<file path="src/rtl/crw_pkg.sv">
// Contract
// - the watchdog count is six bits wide and steps up by one on every 16 Hz time base tick.
// - after system reset is released the monitor runs and counts up with no software action.
// - system reset clears the watchdog count and the one-bit key pointer to zero.
// - besides reset and an overflow, only the key pair clears the count: 0x5 written at pointer 0, then 0xA written at pointer 1.
// - every write to the service register with byte lane 0 enabled inverts the key pointer, except in the cycle of an overflow.
// - an uncleared count overflows 1.9 to 2.0 seconds after it starts and raises the watchdog irq.
// - the overflow that raises the irq also returns the key pointer to zero.
// - the watchdog irq has no mask or disable and is meant to be taken ahead of every other source.
// - the service register is a 4-bit write-only register at address 0x38 that only feeds clearing.
package crw_pkg;

   ////////////////////////////////////////////////////////////////////////////
   // timing
   localparam int unsigned CLK_HZ      = 250_000_000;
   localparam int unsigned TICK_HZ     = 16;
   localparam int unsigned TICK_DIV    = CLK_HZ / TICK_HZ;
   localparam int unsigned DIV_W       = 24;
   localparam int unsigned OVF_TIME_MS = 2000;
   localparam int unsigned OVF_TICKS   = OVF_TIME_MS * TICK_HZ / 1000;

   ////////////////////////////////////////////////////////////////////////////
   // counter and key
   localparam int unsigned CNT_W    = 6;
   localparam logic [CNT_W-1:0] CNT_RST  = 6'h00;
   localparam logic [CNT_W-1:0] CNT_LAST = CNT_W'(OVF_TICKS - 1);
   localparam logic [CNT_W-1:0] CNT_ONE  = 6'h01;
   localparam logic             PTR_RST  = 1'b0;
   localparam int unsigned KEY_W    = 4;
   localparam logic [KEY_W-1:0] KEY_FIRST  = 4'h5;
   localparam logic [KEY_W-1:0] KEY_SECOND = 4'hA;

   ////////////////////////////////////////////////////////////////////////////
   // register map
   localparam int unsigned ADDR_W       = 8;
   localparam logic [ADDR_W-1:0] ADDR_SERVICE = 8'h38;
   localparam logic [ADDR_W-1:0] ADDR_STATUS  = 8'h3C;
   localparam int unsigned STAT_PTR_BIT = 8;
   localparam int unsigned STAT_ARM_BIT = 9;
   localparam logic [1:0]  RESP_OKAY    = 2'h0;
   localparam logic [1:0]  RESP_SLVERR  = 2'h2;
   localparam logic [31:0] WORD_ZERO    = 32'h0000_0000;

endpackage

</file>
<file path="src/rtl/crw_tick_div.sv">
`timescale 1ns/1ns
`default_nettype none
module crw_tick_div #(
   parameter int unsigned DIV = crw_pkg::TICK_DIV
) (
   input  wire logic clk,
   input  wire logic rst_n,
   output var  logic tick
);

   logic [crw_pkg::DIV_W-1:0] div_ff;
   logic [crw_pkg::DIV_W-1:0] nxt_div;
   logic                      tick_ff;
   logic                      nxt_tick;

   // free-running divider; the tick is one cycle wide so the count sees one edge per period
   always_comb begin
      nxt_tick = 1'b0;
      if (div_ff == crw_pkg::DIV_W'(DIV - 1)) begin
         nxt_div  = '0;
         nxt_tick = 1'b1;
      end else begin
         nxt_div = div_ff + crw_pkg::DIV_W'(1);
      end
   end

   always_ff @(posedge clk) begin
      if (!rst_n) begin
         div_ff  <= '0;
         tick_ff <= 1'b0;
      end else begin
         div_ff  <= nxt_div;
         tick_ff <= nxt_tick;
      end
   end

   assign tick = tick_ff;

endmodule
`default_nettype wire

</file>
<file path="src/rtl/crw_key_seq.sv">
`timescale 1ns/1ns
`default_nettype none
module crw_key_seq (
   input  wire logic                    clk,
   input  wire logic                    rst_n,
   input  wire logic                    wr_en,
   input  wire logic [crw_pkg::KEY_W-1:0] wr_key,
   input  wire logic                    ovf,
   output var  logic                    ptr,
   output var  logic                    armed,
   output var  logic                    clear
);

   logic ptr_ff;
   logic nxt_ptr;
   logic arm_ff;
   logic nxt_arm;

   // pointer flips on any write; overflow drops it back to zero
   always_comb begin
      nxt_ptr = ptr_ff;
      nxt_arm = arm_ff;
      if (ovf) begin
         nxt_ptr = 1'b0;
         nxt_arm = 1'b0;
      end else if (wr_en) begin
         nxt_ptr = ~ptr_ff;
         nxt_arm = !ptr_ff && (wr_key == crw_pkg::KEY_FIRST);
      end
   end

   always_ff @(posedge clk) begin
      if (!rst_n) begin
         ptr_ff <= crw_pkg::PTR_RST;
         arm_ff <= 1'b0;
      end else begin
         ptr_ff <= nxt_ptr;
         arm_ff <= nxt_arm;
      end
   end

   // second key only counts after a good first key, so a stray 0xA cannot clear
   assign clear = wr_en && ptr_ff && arm_ff && (wr_key == crw_pkg::KEY_SECOND);
   assign ptr   = ptr_ff;
   assign armed = arm_ff;

endmodule
`default_nettype wire

</file>
<file path="src/rtl/crw_runaway_monitor.sv">
// Register access over AXI4-Lite was decided locally.
`timescale 1ns/1ns
`default_nettype none
module crw_runaway_monitor #(
   parameter int unsigned TICK_DIV = crw_pkg::TICK_DIV
) (
   input  wire logic                       CLK_SYS,
   input  wire logic                       RESET_N,
   input  wire logic [crw_pkg::ADDR_W-1:0] S_AXI_AWADDR,
   input  wire logic                       S_AXI_AWVALID,
   output var  logic                       S_AXI_AWREADY,
   input  wire logic [31:0]                S_AXI_WDATA,
   input  wire logic [3:0]                 S_AXI_WSTRB,
   input  wire logic                       S_AXI_WVALID,
   output var  logic                       S_AXI_WREADY,
   output var  logic [1:0]                 S_AXI_BRESP,
   output var  logic                       S_AXI_BVALID,
   input  wire logic                       S_AXI_BREADY,
   input  wire logic [crw_pkg::ADDR_W-1:0] S_AXI_ARADDR,
   input  wire logic                       S_AXI_ARVALID,
   output var  logic                       S_AXI_ARREADY,
   output var  logic [31:0]                S_AXI_RDATA,
   output var  logic [1:0]                 S_AXI_RRESP,
   output var  logic                       S_AXI_RVALID,
   input  wire logic                       S_AXI_RREADY,
   output var  logic                       WATCHDOG_IRQ
);

   ////////////////////////////////////////////////////////////////////////////
   // declarations
   logic                       aw_held_ff;
   logic                       nxt_aw_held;
   logic [crw_pkg::ADDR_W-1:0] aw_addr_ff;
   logic [crw_pkg::ADDR_W-1:0] nxt_aw_addr;
   logic                       w_held_ff;
   logic                       nxt_w_held;
   logic [crw_pkg::KEY_W-1:0]  w_key_ff;
   logic [crw_pkg::KEY_W-1:0]  nxt_w_key;
   logic                       w_lane0_ff;
   logic                       nxt_w_lane0;
   logic                       bvalid_ff;
   logic                       nxt_bvalid;
   logic [1:0]                 bresp_ff;
   logic [1:0]                 nxt_bresp;
   logic                       rvalid_ff;
   logic                       nxt_rvalid;
   logic [1:0]                 rresp_ff;
   logic [1:0]                 nxt_rresp;
   logic [31:0]                rdata_ff;
   logic [31:0]                nxt_rdata;
   logic                       do_write;
   logic                       wr_en;
   logic [31:0]                status_word;

   logic [crw_pkg::CNT_W-1:0]  cnt_ff;
   logic [crw_pkg::CNT_W-1:0]  nxt_cnt;
   logic                       irq_ff;
   logic                       nxt_irq;
   logic                       ovf;
   logic                       tick;
   logic                       ptr;
   logic                       armed;
   logic                       clear;

   ////////////////////////////////////////////////////////////////////////////
   // sub-blocks
   crw_tick_div #(
      .DIV   (TICK_DIV)
   ) u_tick (
      .clk   (CLK_SYS),
      .rst_n (RESET_N),
      .tick  (tick)
   );

   crw_key_seq u_key (
      .clk    (CLK_SYS),
      .rst_n  (RESET_N),
      .wr_en  (wr_en),
      .wr_key (w_key_ff),
      .ovf    (ovf),
      .ptr    (ptr),
      .armed  (armed),
      .clear  (clear)
   );

   ////////////////////////////////////////////////////////////////////////////
   // axi4-lite write path: address and data are caught independently
   assign S_AXI_AWREADY = !aw_held_ff && !bvalid_ff;
   assign S_AXI_WREADY  = !w_held_ff && !bvalid_ff;
   assign do_write      = aw_held_ff && w_held_ff && !bvalid_ff;
   // byte lane 0 carries the 4-bit key; a write without it does not touch the block
   assign wr_en = do_write && (aw_addr_ff == crw_pkg::ADDR_SERVICE) && w_lane0_ff;

   always_comb begin
      nxt_aw_held = aw_held_ff;
      nxt_aw_addr = aw_addr_ff;
      nxt_w_held  = w_held_ff;
      nxt_w_key   = w_key_ff;
      nxt_w_lane0 = w_lane0_ff;
      nxt_bvalid  = bvalid_ff;
      nxt_bresp   = bresp_ff;
      if (S_AXI_AWVALID && S_AXI_AWREADY) begin
         nxt_aw_held = 1'b1;
         nxt_aw_addr = S_AXI_AWADDR;
      end
      if (S_AXI_WVALID && S_AXI_WREADY) begin
         nxt_w_held  = 1'b1;
         nxt_w_key   = S_AXI_WDATA[crw_pkg::KEY_W-1:0];
         nxt_w_lane0 = S_AXI_WSTRB[0];
      end
      if (do_write) begin
         nxt_aw_held = 1'b0;
         nxt_w_held  = 1'b0;
         nxt_bvalid  = 1'b1;
         // status writes are ignored quietly; only unmapped addresses fail
         if (aw_addr_ff == crw_pkg::ADDR_SERVICE || aw_addr_ff == crw_pkg::ADDR_STATUS) begin
            nxt_bresp = crw_pkg::RESP_OKAY;
         end else begin
            nxt_bresp = crw_pkg::RESP_SLVERR;
         end
      end else if (bvalid_ff && S_AXI_BREADY) begin
         nxt_bvalid = 1'b0;
      end
   end

   always_ff @(posedge CLK_SYS) begin
      if (!RESET_N) begin
         aw_held_ff <= 1'b0;
         aw_addr_ff <= '0;
         w_held_ff  <= 1'b0;
         w_key_ff   <= '0;
         w_lane0_ff <= 1'b0;
         bvalid_ff  <= 1'b0;
         bresp_ff   <= crw_pkg::RESP_OKAY;
      end else begin
         aw_held_ff <= nxt_aw_held;
         aw_addr_ff <= nxt_aw_addr;
         w_held_ff  <= nxt_w_held;
         w_key_ff   <= nxt_w_key;
         w_lane0_ff <= nxt_w_lane0;
         bvalid_ff  <= nxt_bvalid;
         bresp_ff   <= nxt_bresp;
      end
   end

   assign S_AXI_BVALID = bvalid_ff;
   assign S_AXI_BRESP  = bresp_ff;

   ////////////////////////////////////////////////////////////////////////////
   // axi4-lite read path: one read at a time, answer one cycle after the address
   assign S_AXI_ARREADY = !rvalid_ff;

   // status word: count, pointer and first-key flag for debug visibility
   always_comb begin
      status_word                        = crw_pkg::WORD_ZERO;
      status_word[crw_pkg::CNT_W-1:0]    = cnt_ff;
      status_word[crw_pkg::STAT_PTR_BIT] = ptr;
      status_word[crw_pkg::STAT_ARM_BIT] = armed;
   end

   always_comb begin
      nxt_rvalid = rvalid_ff;
      nxt_rdata  = rdata_ff;
      nxt_rresp  = rresp_ff;
      if (S_AXI_ARVALID && S_AXI_ARREADY) begin
         nxt_rvalid = 1'b1;
         nxt_rresp  = crw_pkg::RESP_OKAY;
         nxt_rdata  = crw_pkg::WORD_ZERO;
         if (S_AXI_ARADDR == crw_pkg::ADDR_STATUS) begin
            nxt_rdata = status_word;
         end else if (S_AXI_ARADDR != crw_pkg::ADDR_SERVICE) begin
            nxt_rresp = crw_pkg::RESP_SLVERR;
         end
         // the service register is write-only and reads back as zero
      end else if (rvalid_ff && S_AXI_RREADY) begin
         nxt_rvalid = 1'b0;
      end
   end

   always_ff @(posedge CLK_SYS) begin
      if (!RESET_N) begin
         rvalid_ff <= 1'b0;
         rdata_ff  <= crw_pkg::WORD_ZERO;
         rresp_ff  <= crw_pkg::RESP_OKAY;
      end else begin
         rvalid_ff <= nxt_rvalid;
         rdata_ff  <= nxt_rdata;
         rresp_ff  <= nxt_rresp;
      end
   end

   assign S_AXI_RVALID = rvalid_ff;
   assign S_AXI_RDATA  = rdata_ff;
   assign S_AXI_RRESP  = rresp_ff;

   ////////////////////////////////////////////////////////////////////////////
   // watchdog count; a key clear in the tick cycle wins so a timely service is never lost
   assign ovf = tick && !clear && (cnt_ff == crw_pkg::CNT_LAST);

   always_comb begin
      nxt_cnt = cnt_ff;
      nxt_irq = ovf;                                     // no mask on purpose
      if (clear) begin
         nxt_cnt = crw_pkg::CNT_RST;
      end else if (ovf) begin
         nxt_cnt = crw_pkg::CNT_RST;
      end else if (tick) begin
         nxt_cnt = cnt_ff + crw_pkg::CNT_ONE;
      end
   end

   always_ff @(posedge CLK_SYS) begin
      if (!RESET_N) begin
         cnt_ff <= crw_pkg::CNT_RST;
         irq_ff <= 1'b0;
      end else begin
         cnt_ff <= nxt_cnt;
         irq_ff <= nxt_irq;
      end
   end

   assign WATCHDOG_IRQ = irq_ff;
endmodule
`default_nettype wire

</file>
<file path="config.mk">
export PLATFORM = sky130hd
export DESIGN_NAME = crw_runaway_monitor
export DESIGN_NICKNAME = d
export VERILOG_FILES = /design/src/rtl/crw_pkg.sv /design/src/rtl/crw_tick_div.sv /design/src/rtl/crw_key_seq.sv /design/src/rtl/crw_runaway_monitor.sv
export SDC_FILE = /design/constraint.sdc
export NUM_CORES = 1
export LEC_CHECK = 0
export BUFFER_PORTS_ARGS = -buffer_cell sky130_fd_sc_hd__buf_2
export CORE_MARGIN = 8
export CORE_UTILIZATION = 25
export DETAILED_ROUTE_END_ITERATION = 16
export HOLD_SLACK_MARGIN = 0.15
export PLACE_DENSITY_LB_ADDON = 0.1
export SLEW_MARGIN = 20
export SYNTH_ARGS = -nofsm -noshare
export SYNTH_HDL_FRONTEND = slang
export SYNTH_SLANG_ARGS = --single-unit
</file>
<file path="constraint.sdc">
create_clock -name CLK_SYS -period 6.81 [get_ports CLK_SYS]
set_clock_uncertainty 0.2 [all_clocks]
set_input_delay 1.0215 -clock CLK_SYS [delete_from_list [all_inputs] [get_ports CLK_SYS]]
set_output_delay 1.0215 -clock CLK_SYS [all_outputs]
set_load 0.05 [all_outputs]
</file>
==> results.yml, run 1 <==
sta:
  max_slew_margin_pct: 39.3
  layout_min_cycle_time_ns: 2.52
  fin_crit_sh_pct: 37.0
  setup_viol: 0
  slew_violations: 0
  max_freq_ghz: 0.397
  tightest_slew_ns: 0.911
  rsz0062_at_grt: "no"
  hold_viol: 0
  tns_ns: 0
placement:
  post_dp_cell_area_mm2: 0.00310
  gp_congestion: 0.694
  place_hpwl_um: 4620
  placed_cells: 496
  port_buffers: 43
detailed_routing:
  vias_per_cell: 4.33
  drc_errors: 0
  drt-total-wl_um: 6270
  drt-wirelength-per-cell_um: 12.2
  drt_iter0_drc: 98
  detailroute.via_count: 2217
  detail-route-antenna-nets: 0
  drt-pass1-iter-count: 4
power_and_ir_drop:
  power.leakage_nw: 1.27
  p_per_area_mw_per_mm2: 269
  vdd_drop_max_mv: 0.110
setup_path:
  cp_data_required_time_ns: 6.86
  critPathLaunch: "u_tick.div_ff[0]$_SDFF_PP0_"
  cp_max_fo: 8
  start_kind: "flop"
  path_class: "reg -> reg"
  crit_arrival_ns: 2.57
  r2r_cells: 5
  crit_path_end_kind: "flop"
  r2r-start: "u_tick.div_ff[0]$_SDFF_PP0_"
logic_synthesis:
  syn_inst: 323
  synthTopCellsByArea: "dfxtp_1 (43%), buf_4 (6.9%), nand2_1 (4.1%)"
  postSynthAreaPerCell_um2: 8.79
  ys.flop_type: "dfxtp_1"
  yosysUniqueCellTypes: 46
  async_reset_ff_share_pct: 0
  ys_seq_area_share_pct: 43.0
  yosys_warnings: 0
  synth.cells.most_frequent: "dfxtp_1 (61), nand2_1 (31), nor2_1 (28)"
  ys_ff_latch: 61
  synth-edff-count: 0
  synth_most_common_cell: "dfxtp_1"
  synth_top_area_cell: "dfxtp_1"
  yosysTopAreaCellShare_pct: 43.0
  syn_area_mm2: 0.00284
clocking:
  hold_buffers: 0
  cts_setup_buffers: 0
  clk_latency_ns: 0.33
  cts_tree: "yes"
  ctsLongestPathBuffers: 2
  clock-sinks: 61
  cts.clk_slew.worst_paths_ns: 0.05
  cts_buffers: 9
  cts_resized: 0
  root_buffer: "clkbuf_16"
  ctsHtreeMaxLevel: 3
global_route:
  grt_max_degree: 38
  grt_pass1_wl_um: 10500
  grt.total_usage_pct: 8.80
  grt_pass1_vias: 2147
  grt.overflow.total: 0
  grt_antenna_before_repair: 0
finish:
  diodes: 0
  area_growth_syn_to_layout_pct: 19.8
  nets: 425
  regArea_mm2: 0.00122
  final_layout_size_suffix_gt1_share_pct: 17.1
  fill_cells: 1239
  multi_input_area_mm2: 0.00145
  layout.cells.non_filler: 512
  final_cell_area_mm2: 0.00340
floorplan:
  chipWidth_um: 123
  row_count: 39
  die_height_um: 123
  start_util_pct: 25.2
  coreArea_mm2: 0.0113
  dieArea_mm2: 0.0150
  pin_count: 101
flow_run:
  drv_cap: 0
hold_path:
  hp-class: "reg -> reg"
  min_from: "aw_addr_ff[6]$_SDFFE_PN0P_"
  holdPathStages: 2
outcome:
  status: "completed"
cell type report:
class | instances | area share (%)
timing repair buffer | 43 | 6.33
multi-input combinational | 241 | 42.7
tap | 143 | 5.27
inverter | 8 | 0.884
clock inverter | 6 | 1.84
sequential | 61 | 35.9
clock buffer | 10 | 7.03
critical path: stages, from the launching register on:
cell     delay, ns
dfxtp_1       0.40
ha_1          0.31
nand4_1       0.19
or4_1         0.68
or4_1         0.51
a21oi_1       0.15
per-layer routing:
layer  wire (um)  GRT usage [%]
met5           0              0
met3         454           4.14
met2        2870           14.0
met1        2860           10.1
met4          82           3.20
metrics by stage:
step	hold slack, ns	power [W]	util (%)	setup WS [ns]
after floorplan	0.238	0.000463	-	4.31
after global placement	0.254	0.000470	27.5	4.08
after detailed placement	0.257	0.000470	27.5	4.09
after CTS	0.264	0.000931	30.1	4.28
after global routing	0.284	0.000955	30.1	4.16
final	0.259	0.000913	30.1	4.29
where the power goes:
group / internal, W / total [W] / switching [W] / leakage (nW)
clock: 0.000291 / 0.000451 / 0.000160 / 0.140
combinational: 0.0000215 / 0.0000881 / 0.0000666 / 0.638
sequential: 0.000367 / 0.000374 / 0.00000722 / 0.495
total: 0.000679 / 0.000913 / 0.000233 / 1.27
sequential cells by signal, summed over array words and instances, names as in the netlist, 4 cells and up:
| signal | cells |
|---|---|
| cnt_ff | 6 |
| aw_addr_ff | 8 |
| u_tick.div_ff | 24 |
| w_key_ff | 4 |
| S_AXI_RDATA | 8 |
cell families after synthesis:
family / after synthesis / share of synthesized area [%]
AND/OR/NAND/NOR: 142 / 27.3
multiplexers: 6 / 2.12
AO/OA/AOI/OAI: 47 / 11.4
buffers and inverters: 46 / 9.61
adder cells (fa/ha/maj): 2 / 0.882
XOR/XNOR: 18 / 5.56
flip-flops: 61 / 43.0
other: 1 / 0.132
placed cells by master (no fill, tap or decap), types with 9 or more instances in the layout:
| cell | synthesis | routed |
|---|---|---|
| clkbuf_16 | 0 | 9 |
| a21boi_0 | 9 | 9 |
| conb_1 | 1 | 26 |
| nand2_1 | 31 | 31 |
| buf_2 | 2 | 43 |
| dfxtp_1 | 61 | 61 |
| nand3_1 | 11 | 11 |
| nor2_1 | 28 | 28 |
| nor2b_1 | 15 | 15 |
| xnor2_1 | 11 | 11 |
worst paths after layout:
| check | end | slack, ns |
|---|---|---|
| worst min register to register | aw_addr_ff[6]$_SDFFE_PN0P_ | 0.26 |
| worst max-delay path | u_tick.div_ff[22]$_SDFF_PP0_ | 4.29 |
| worst min-delay path | aw_addr_ff[6]$_SDFFE_PN0P_ | 0.26 |
| worst max register to register | u_tick.div_ff[22]$_SDFF_PP0_ | 4.29 |
Note: power is estimated with default switching activity, not from simulation.
==> run 2, diff against run 1 <==
==> constraint.sdc (replaced) <==
create_clock -name CLK_SYS -period 2.6 [get_ports CLK_SYS]
set_clock_uncertainty 0.2 [all_clocks]
set_input_delay 0.39 -clock CLK_SYS [delete_from_list [all_inputs] [get_ports CLK_SYS]]
set_output_delay 0.39 -clock CLK_SYS [all_outputs]
set_load 0.05 [all_outputs]
==> results.yml, run 2 (same netlist as run 1, synthesis figures left out) <==
outcome:
  status: "completed"
clocking:
  cts_buffers: 9
  cts_tree: "yes"
  ctsHtreeMaxLevel: 3
  clk_latency_ns: 0.32
  ctsLongestPathBuffers: 2
  root_buffer: "clkbuf_16"
  clock-sinks: 61
  cts.clk_slew.worst_paths_ns: 0.06
setup_path:
  cp_max_fo: 8
  start_kind: "flop"
  crit_arrival_ns: 2.37
  cpMostUsedCell: "or4_1"
  crit_path_end_kind: "flop"
  cp_data_required_time_ns: 2.66
  critical-path-max-stage-delay_ns: 0.67
  path_cells: "ha_1 > nand4_1 > or4_1 > or4_1 > a21oi_1"
  cp_top_family: "simple AND/OR/NAND/NOR gates"
  path_class: "reg -> reg"
  crit_buf_inv: 0
  cp_slowest_cell: "or4_1"
floorplan:
  start_util_pct: 25.2
  die_height_um: 123
  coreArea_mm2: 0.0113
  row_count: 39
  pin_count: 101
  dieArea_mm2: 0.0150
  chipWidth_um: 123
finish:
  nets: 448
  fin_util_pct: 32.1
  final_layout_size_suffix_gt1_share_pct: 17.9
  area_growth_syn_to_layout_pct: 27.4
  final_cell_mix: "dfxtp_1 (61), buf_2 (43), nand2_1 (31), nor2_1 (28), conb_1 (26)"
  largest-register: "u_tick.div_ff"
  final_common_cell: "dfxtp_1"
  fill_cells: 1215
  largest_reg_flops: 24
  diodes: 0
detailed_routing:
  drt-total-wl_um: 6560
  detail-route-antenna-nets: 0
  detailroute.via_count: 2309
  drt-pass1-iter-count: 4
  drt_iter0_drc: 102
  drc_errors: 0
  vias_per_cell: 4.32
  drt-wirelength-per-cell_um: 12.3
global_route:
  grt_pass1_wl_um: 11100
  grt.total_usage_pct: 9.20
  grt_antenna_before_repair: 0
  grt.overflow.total: 0
  grt_max_degree: 22
  grt_pass1_vias: 2324
sta:
  max_slew_margin_pct: 65.9
  hold_viol: 0
  tns_ns: 0
  setup_viol: 0
  tightest_slew_ns: 0.508
  fin_crit_sh_pct: 88.7
  slew_violations: 0
  max_freq_ghz: 0.433
  rsz0062_at_grt: "no"
  layout_min_cycle_time_ns: 2.31
hold_path:
  hp-class: "in -> reg"
power_and_ir_drop:
  internal_power_w: 0.00188
  p_per_area_mw_per_mm2: 691
  switching_share_pct: 24.9
  comb_power_share_pct: 10.3
  clkPwrFrac_pct: 50.6
  power.switching_w: 0.000624
  pwr-share-seq_pct: 39.1
  power.leakage_nw: 1.39
  vdd_drop_max_mv: 0.269
placement:
  port_buffers: 43
  place_hpwl_um: 4860
  gp_congestion: 0.676
flow_run:
  drv_cap: 0
run 2: timing repair:
action                    CTS  global route
hold buffers               15             0
hold endpoints to repair   14             0
setup buffers               0             0
resized for setup           0             0
run 2: stage by stage:
stage	instance area, um2	hold slack [ns]	std cells	setup slack, ns	total power [W]
floorplan	2930	0.238	348	0.281	0.00121
global placement	3150	0.252	504	0.274	0.00124
detailed placement	3150	0.261	504	0.258	0.00124
CTS	3610	0.178	535	0.250	0.00254
global route	3610	0.186	535	0.149	0.00261
finish	3610	0.189	535	0.293	0.00250
run 2: worst paths after layout:
check	slack (ns)	endpoint	cells after the start	from
hold / removal	0.19	S_AXI_BVALID$_SDFFE_PN0P_	3	S_AXI_BREADY
setup / recovery	0.29	u_tick.div_ff[22]$_SDFF_PP0_	5	u_tick.div_ff[1]$_SDFF_PP0_
setup reg to reg	0.29	u_tick.div_ff[22]$_SDFF_PP0_	5	u_tick.div_ff[1]$_SDFF_PP0_
hold reg to reg	0.26	aw_addr_ff[6]$_SDFFE_PN0P_	2	aw_addr_ff[6]$_SDFFE_PN0P_
run 2: worst min-delay path, cell delays in order:
cell	delay [ns]
buf_2	0.07
o21ai_0	0.05
and2_1	0.15
run 2: power groups by stage:
stage	registers (W)	clock network, W	logic [W]
after floorplan	0.00101	0	0.000208
after global placement	0.000997	0	0.000242
after detailed placement	0.000997	0	0.000243
after CTS	0.000977	0.00130	0.000261
after global routing	0.000980	0.00135	0.000279
final	0.000977	0.00126	0.000258
run 2: final cells by class:
class                   count  area (um2)  share of cell area, %
flip-flops and latches     61        1220                   33.8
clock buffers              10         229                   6.33
well taps                 143         179                   4.95
multi-input cells         241        1440                   39.9
clock inverters             6        87.6                   2.42
repair buffers             66         425                   11.8
inverters                   8        30.0                  0.831
run 2: metal layers:
layer / wire, um / GRT usage [%] / vias to the layer above
li1: - / - / 1200
met1: 2960 / 10.4 / 1063
met2: 3080 / 15.6 / 40
met3: 445 / 3.59 / 6
met4: 74 / 2.97 / 0
met5: 0 / 0 / -
